--- src/lme_pkg.sv ---
// Shared constants for the literal and indirect move execution block
package lme_pkg;

  ////////////////////////////////////////////////////////////////////////////
  // Instruction word layout
  localparam int unsigned LME_IW = 14;
  localparam int unsigned LME_OP_MSB = 13;
  localparam int unsigned LME_OP_LSB = 11;
  localparam logic [2:0] LME_OP_LIT_PCH = 3'h1;
  localparam logic [2:0] LME_OP_LIT_ACC = 3'h2;
  localparam logic [2:0] LME_OP_ST_DIR = 3'h3;
  localparam logic [2:0] LME_OP_ST_IND = 3'h4;
  localparam logic [2:0] LME_OP_ST_REL = 3'h5;
  localparam int unsigned LME_IND_SEL_BIT = 2;
  localparam int unsigned LME_REL_SEL_BIT = 6;

  ////////////////////////////////////////////////////////////////////////////
  // Widths
  localparam int unsigned LME_PCH_W = 7;
  localparam int unsigned LME_ACC_W = 8;
  localparam int unsigned LME_FILE_W = 7;
  localparam int unsigned LME_OFS_W = 6;
  localparam int unsigned LME_PTR_W = 16;

  ////////////////////////////////////////////////////////////////////////////
  // Indirect mode codes
  localparam logic [1:0] LME_MODE_PRE_INC = 2'h0;
  localparam logic [1:0] LME_MODE_PRE_DEC = 2'h1;
  localparam logic [1:0] LME_MODE_POST_INC = 2'h2;
  localparam logic [1:0] LME_MODE_POST_DEC = 2'h3;

  ////////////////////////////////////////////////////////////////////////////
  // Indirect window file addresses
  localparam logic [6:0] LME_WIN0_ADDR = 7'h00;
  localparam logic [6:0] LME_WIN1_ADDR = 7'h01;

  ////////////////////////////////////////////////////////////////////////////
  // Reset values
  localparam logic [6:0] LME_PCH_RST = 7'h00;
  localparam logic [7:0] LME_ACC_RST = 8'h00;
  localparam logic [15:0] LME_PTR_RST = 16'h0000;

  typedef enum logic [2:0] {
    LME_K_NONE,
    LME_K_LIT_PCH,
    LME_K_LIT_ACC,
    LME_K_ST_DIR,
    LME_K_ST_IND,
    LME_K_ST_REL
  } lme_kind_e;

endpackage

--- src/lme_addr_unit.sv ---
// Effective address and pointer update for the indirect store
`timescale 1ns/1ps
`default_nettype none
module lme_addr_unit import lme_pkg::*; #(
  parameter int unsigned PW = LME_PTR_W
) (
  input wire logic [PW-1:0] i_ptr,
  input wire logic i_rel,
  input wire logic [1:0] i_mode,
  input wire logic [LME_OFS_W-1:0] i_offset,
  output logic [PW-1:0] o_addr,
  output logic [PW-1:0] o_ptr_next
);

  logic [PW-1:0] inc;
  logic [PW-1:0] dec;
  logic [PW-1:0] rel;

  // carry is dropped, no flag output exists
  assign inc = i_ptr + PW'(1);
  assign dec = i_ptr - PW'(1);
  assign rel = i_ptr + {{(PW-LME_OFS_W){i_offset[LME_OFS_W-1]}}, i_offset};

  always_comb begin
    o_addr = i_ptr;
    o_ptr_next = i_ptr;
    if (i_rel) begin
      o_addr = rel;
      o_ptr_next = i_ptr;
    end else begin
      case (i_mode)
        LME_MODE_PRE_INC: begin
          o_addr = inc;
          o_ptr_next = inc;
        end
        LME_MODE_PRE_DEC: begin
          o_addr = dec;
          o_ptr_next = dec;
        end
        LME_MODE_POST_INC: begin
          o_addr = i_ptr;
          o_ptr_next = inc;
        end
        LME_MODE_POST_DEC: begin
          o_addr = i_ptr;
          o_ptr_next = dec;
        end
        default: begin
          o_addr = i_ptr;
          o_ptr_next = i_ptr;
        end
      endcase
    end
  end

endmodule // lme_addr_unit
`default_nettype wire

--- src/lme_move_exec.sv ---
// Literal, direct and indirect move execution for the core
// How it works
// - Literal-to-PC-high loads the seven-bit literal into the PC high latch.
// - Literal-to-accumulator loads the eight-bit literal; flags stay untouched.
// - Accumulator-to-file writes the accumulator to the seven-bit file address, no flags.
// - Indirect store writes the accumulator through one of two pointers.
// - Pre modes adjust the pointer then store; post modes store then adjust.
// - Mode 00 pre-inc, 01 pre-dec, 10 post-inc, 11 post-dec.
// - Relative form stores at pointer plus signed offset; pointer stays unchanged.
// - Indirect windows hold nothing; accesses go to the pointer's address.
// - Pointers are 16 bits and wrap modulo 65536.
// - Pointer arithmetic never sets or clears status flags.
`timescale 1ns/1ps
`default_nettype none
module lme_move_exec import lme_pkg::*; #(
  parameter int unsigned PW = LME_PTR_W
) (
  input wire logic i_ref_clk,
  input wire logic i_sys_rst,
  input wire logic i_instr_valid,
  input wire logic [LME_IW-1:0] i_instr,
  input wire logic i_ptr_wr,
  input wire logic i_ptr_wsel,
  input wire logic [PW-1:0] i_ptr_wdata,
  input wire logic [LME_FILE_W-1:0] i_rd_file_addr,
  output logic [PW-1:0] o_rd_mem_addr,
  output logic [LME_PCH_W-1:0] o_pc_high_q,
  output logic [LME_ACC_W-1:0] o_acc_q,
  output logic [PW-1:0] o_ptr0_q,
  output logic [PW-1:0] o_ptr1_q,
  output logic o_mem_we_q,
  output logic [PW-1:0] o_mem_addr_q,
  output logic [LME_ACC_W-1:0] o_mem_wdata_q
);

  ////////////////////////////////////////////////////////////////////////////
  // Decode
  lme_kind_e kind;
  logic [2:0] opcode;
  logic ind_sel;
  logic [PW-1:0] cur_ptr;
  logic [PW-1:0] eff_addr;
  logic [PW-1:0] ptr_next;
  logic [LME_FILE_W-1:0] file_addr;
  logic dir_hit;
  logic [PW-1:0] dir_addr;
  logic [1:0][PW-1:0] ptr_q;

  assign opcode = i_instr[LME_OP_MSB:LME_OP_LSB];
  assign file_addr = i_instr[LME_FILE_W-1:0];

  always_comb begin
    kind = LME_K_NONE;
    if (i_instr_valid) begin
      case (opcode)
        LME_OP_LIT_PCH: kind = LME_K_LIT_PCH;
        LME_OP_LIT_ACC: kind = LME_K_LIT_ACC;
        LME_OP_ST_DIR: kind = LME_K_ST_DIR;
        LME_OP_ST_IND: kind = LME_K_ST_IND;
        LME_OP_ST_REL: kind = LME_K_ST_REL;
        default: kind = LME_K_NONE;
      endcase
    end
  end

  assign ind_sel = (opcode == LME_OP_ST_REL) ? i_instr[LME_REL_SEL_BIT] : i_instr[LME_IND_SEL_BIT];
  assign cur_ptr = ptr_q[ind_sel];

  lme_addr_unit #(.PW(PW)) u_addr (
    .i_ptr(cur_ptr),
    .i_rel(opcode == LME_OP_ST_REL),
    .i_mode(i_instr[1:0]),
    .i_offset(i_instr[LME_OFS_W-1:0]),
    .o_addr(eff_addr),
    .o_ptr_next(ptr_next)
  );

  ////////////////////////////////////////////////////////////////////////////
  // Window redirect
  // window maps to pointer
  assign dir_hit = (file_addr == LME_WIN0_ADDR) || (file_addr == LME_WIN1_ADDR);
  assign dir_addr = (file_addr == LME_WIN0_ADDR) ? ptr_q[0] :
                    (file_addr == LME_WIN1_ADDR) ? ptr_q[1] : PW'(file_addr);
  assign o_rd_mem_addr = (i_rd_file_addr == LME_WIN0_ADDR) ? ptr_q[0] :
                         (i_rd_file_addr == LME_WIN1_ADDR) ? ptr_q[1] : PW'(i_rd_file_addr);

  ////////////////////////////////////////////////////////////////////////////
  // Architectural registers
  // PC high latch load
  always_ff @(posedge i_ref_clk) begin
    if (i_sys_rst) begin
      o_pc_high_q <= LME_PCH_RST;
    end else if (kind == LME_K_LIT_PCH) begin
      o_pc_high_q <= i_instr[LME_PCH_W-1:0];
    end
  end

  always_ff @(posedge i_ref_clk) begin
    if (i_sys_rst) begin
      o_acc_q <= LME_ACC_RST;
    end else if (kind == LME_K_LIT_ACC) begin
      o_acc_q <= i_instr[LME_ACC_W-1:0];
    end
  end

  // pointer update, instruction beats external write
  always_ff @(posedge i_ref_clk) begin
    if (i_sys_rst) begin
      ptr_q <= {2{LME_PTR_RST}};
    end else if (kind == LME_K_ST_IND) begin
      ptr_q[ind_sel] <= ptr_next;
    end else if (i_ptr_wr) begin
      ptr_q[i_ptr_wsel] <= i_ptr_wdata;
    end
  end

  assign o_ptr0_q = ptr_q[0];
  assign o_ptr1_q = ptr_q[1];

  ////////////////////////////////////////////////////////////////////////////
  // Memory write port
  // one cycle per move
  always_ff @(posedge i_ref_clk) begin
    if (i_sys_rst) begin
      o_mem_we_q <= 1'b0;
      o_mem_addr_q <= LME_PTR_RST;
      o_mem_wdata_q <= LME_ACC_RST;
    end else begin
      o_mem_we_q <= 1'b0;
      case (kind)
        LME_K_ST_DIR: begin
          o_mem_we_q <= 1'b1;
          o_mem_addr_q <= dir_addr;
          o_mem_wdata_q <= o_acc_q;
        end
        LME_K_ST_IND, LME_K_ST_REL: begin
          o_mem_we_q <= 1'b1;
          o_mem_addr_q <= eff_addr;
          o_mem_wdata_q <= o_acc_q;
        end
        default: begin
          o_mem_we_q <= 1'b0;
        end
      endcase
    end
  end
endmodule // lme_move_exec
`default_nettype wire

--- config.mk ---
export PLATFORM = sky130hd
export DESIGN_NAME = lme_move_exec
export DESIGN_NICKNAME = d
export VERILOG_FILES = /design/src/lme_pkg.sv /design/src/lme_addr_unit.sv /design/src/lme_move_exec.sv
export SDC_FILE = /design/constraint.sdc
export NUM_CORES = 1
export LEC_CHECK = 0
export CAP_MARGIN = 20
export CORE_UTILIZATION = 39
export CTS_CLUSTER_DIAMETER = 80
export DETAILED_ROUTE_END_ITERATION = 6
export DONT_BUFFER_PORTS = 1
export MAX_ROUTING_LAYER = met4
export PLACE_DENSITY = 0.55
export SLEW_MARGIN = 25
export SYNTH_ARGS = -nofsm -noshare
export SYNTH_HDL_FRONTEND = slang
export SYNTH_SLANG_ARGS = --single-unit
--- constraint.sdc ---
create_clock -name i_ref_clk -period 5.35 [get_ports i_ref_clk]
set_clock_uncertainty 0.2 [all_clocks]
set_input_delay 0.2675 -clock i_ref_clk [delete_from_list [all_inputs] [get_ports i_ref_clk]]
set_output_delay 0.2675 -clock i_ref_clk [all_outputs]
set_load 0.01 [all_outputs]
==> metrics.md <==
| Metric | Value |
|---|---|
| Area of the multi-input gates | `3984 µm²` |
| Origin of the worst setup path | `i_instr[12]` |
| Core Area | `14100 µm²` |
| Fin cells | `932` |
| # rows | `between 40 and 50` |
| Commonest cells after routing, fill and taps aside | `86 x nor2_1, 79 x nand2_1, 72 x dfxtp_1` |
| Max_cap viols | `0` |
| Multiplexer share of the synthesized area | `14.20%` |
| Root Buffer | `clkbuf_16` |
| Area growth from synthesis to layout | `12.82%` |
| I/O Pins | `130` |
| Number of port buffers | `0` |
| Drt wl/cell | `23.55 µm` |
| Syn Std Cell Area | `5738 µm²` |
| CP Capture Type | `flip-flop` |
| Worst Reg-to-Reg Cells | `12` |
| Total CTS buffers | `9` |
| Pre-Repair DR Iteration Count | `5` |
| Final min period | `4043 ps` |
| Worst-margin pin slew | `867.7 ps` |
| R2R Path End | `o_mem_addr_q[14]` |
| Max incr delay on CP | `between 600 and 700 ps` |
| Cell family with most CP delay | `compound AO/OA/AOI/OAI gates` |
| Avg Inst Size Synth | `7.723 µm²` |
| Die area | `15200 µm²` |
| Simple-gate area share of the yosys netlist | `22.31%` |
| # fillers | `around 1500` |
| Min Hold Slack | `between 15 and 20 ps` |
| Hold crit path type | `in2reg` |
| Die span in x | `123.3 µm` |
| FF+latch area | `1441 µm²` |
| CP Cell Sequence | `and3b_1, mux2i_4, buf_4, nor2_1, a21oi_1, inv_1, ha_1, or4_1, o22ai_1, o211ai_1, o41a_1, xnor2_1, nand2_1, a211oi_1` |
| Period utilization | `approximately 76%` |
| Syn nets | `~800` |
| Total GRT Usage | `30.05%` |
| Post-synth EDFFs | `0` |
| Max-slew headroom | `between 40% and 50%` |
| Sink Count | `approximately 70` |
| Hold EP | `o_mem_addr_q[2]` |
| Synth top area share | `25.12%` |
| Peak supply drop | `216.2 µV` |
| ANT nets after route | `0` |
| Dpl cells | `886` |
| Design area | `6474 µm²` |
| Global-route wire length before repair | `32.44 mm` |
| Initial antenna violation count | `0` |
| Status | `finished, final reports clean` |
| Post-Syn Instances | `743` |
| Post-Synth XOR/XNOR Area | `approximately 5.2%` |
| Worst Setup Slack post-DPL | `between 1000 and 1500 ps` |
| Main combinational cell family by area after synthesis | `compound AO/OA/AOI/OAI gates` |
| PwrDens | `264.6 nW/µm²` |
| Post-route DRC | `0` |
| Register area share after synthesis | `25.12%` |
| GRT overflow | `0` |
| Final Total Pwr | `1.713 mW` |
| Initial Utilization | `approximately two fifths` |
| DR iter-0 viols | `roughly 470` |
| Max FO, Critical Path | `18` |
| Worst setup SP type | `input port` |
| Yosys reg bits | `72` |
| CTS resizes | `0` |
| Die Span Y | `123.3 µm` |
| Largest net degree at the start of global routing | `66` |
| Layout net count | `807` |
| Post-CTS Setup Inserts | `0` |
| Final Hold Fails | `0` |
| Vias in the first global route | `about 5600` |
| Synth area leader | `dfxtp_1` |
| Req. time, crit path | `approximately 5400 ps` |
| Distinct cells, synth | `83` |
| Crit path DAT | `about 4100 ps` |
| Most common cell after layout, fill and taps aside | `nor2_1` |
| Worst path bufs/invs | `2` |
| Clock slew at reported path FFs | `60 ps` |
| Setup ws final | `1307 ps` |
| Worst hold start | `i_instr[2]` |
| Detailed placement HPWL | `roughly 16 mm` |
| Clock buffer depth | `2` |
| Largest cells by area after synthesis | `dfxtp_1 25%, mux2i_1 11%, nor2_1 5.7%, nand2_1 5.2%, a21oi_1 4.5%` |
| Ys Warns | `0` |
| # diodes | `0` |
| Most used DFF post-synth | `dfxtp_1` |
| Synthesized-area fraction occupied by adder cells | `between 4 and 5%` |
| CP max-delay cell | `mux2i_4` |
| Max-slew violations | `0` |
| Setup Total Neg Slack | `0 ps` |
| Post-Place Cell Area | `approximately 5800 µm²` |
| RSZ-0062 raised after global routing | `no` |
| CTS tree | `built` |
| Setup violators final | `0` |
| Post-layout util | `approximately 46%` |
| FMAX | `0.2473 GHz` |
| WS Path Type | `in2reg` |
| Final WL | `21.95 mm` |
| Leak Pwr | `2.333 nW` |
| FF-to-FF Start | `o_ptr1_q[1]` |
| Clock Latency Late Sink | `350 ps` |
| R2R Setup Slk | `1850 ps` |
| Placer Congestion | `0.9517` |
| Hold depth | `2` |
| DR vias | `5910` |
| Share of cells above drive strength 1 | `8.777%` |
| Synth Area in Compound Gates | `23.46%` |
| Via/cell ratio | `6.341` |
| Asr flop ratio synth | `0%` |
| CTS H-tree lvls | `3` |
-- cell usage after synthesis, types with 8 or more instances --
cell type and count:
or3_1 9, o22ai_1 10, a31oi_1 8, a211oi_1 13, nand3_1 13, nand2_1 79, xnor2_1 28, nor4_1 13
ha_1 17, mux2_2 8, nor3_1 25, a21oi_1 52, o21ai_0 35, dfxtp_1 72, inv_1 23, nor2_1 87
clkbuf_1 38, mux2i_1 61, a22oi_1 10
-- final cells by class --
class	count	share of cell area [%]
clock buffers	12	3.807
clock inverters	4	1.179
inverters	28	1.662
multi-input cells	596	61.54
flip-flops and latches	72	22.27
well taps	180	3.479
repair buffers	40	6.069
-- cells by family (layout without fill, tap and decap cells) --
group / count (synthesis) / in the layout
flip-flops: 72 / 72
adder cells (fa/ha/maj): 18 / 18
XOR/XNOR: 34 / 34
AO/OA/AOI/OAI: 198 / 198
buffers and inverters: 75 / 84
AND/OR/NAND/NOR: 270 / 270
multiplexers: 76 / 76
-- registers in the layout (all words and copies together), names as in the netlist --
signal,count
o_mem_addr_q,16
o_pc_high_q,7
o_mem_we_q,1
o_acc_q,8
o_ptr0_q,16
o_mem_wdata_q,8
o_ptr1_q,16
-- how the worst max path moves through the flow --
stage / end / slack [ps] / cells after the start
after floorplan: o_mem_addr_q[14] / 1310 / 19
after detailed placement: o_mem_addr_q[15] / 1000 / 14
final: o_mem_addr_q[15] / 1310 / 14
after CTS: o_mem_addr_q[15] / 1360 / 14
after global placement: o_mem_addr_q[15] / 1020 / 14
after global routing: o_mem_addr_q[14] / 1140 / 14
-- repair_timing --
item	4_1_cts	5_1_grt
hold endpoints to repair	68	0
hold buffers	30	0
setup endpoints to repair	0	0
-- routing by layer --
layer | vias to the layer above | part of all wire [%] | track usage [%] | wire [µm]
met4 | 0 | 2.8 | 10.99 | 615
li1 | 2735 | - | - | -
met5 | - | 0 | - | 0
met1 | 2847 | 42 | 36.48 | 9224
met2 | 285 | 48 | 48.25 | 10430
met3 | 43 | 7.7 | 7.196 | 1681
-- worst register-to-register path, delay by kind of cell (launching register included) --
kind | cells | cell delay (ps)
buffers and inverters | 1 | 170
AO/OA/AOI/OAI | 6 | 1400
AND/OR/NAND/NOR | 3 | 360
flip-flops | 1 | 600
multiplexers | 1 | 220
adder cells (fa/ha/maj) | 1 | 490
-- power breakdown --
part           internal, mW  switching [mW]
sequential            0.563          0.0586
clock                 0.423           0.244
combinational         0.174           0.251
total                  1.16           0.554
Power figures use the tool's default switching activity.
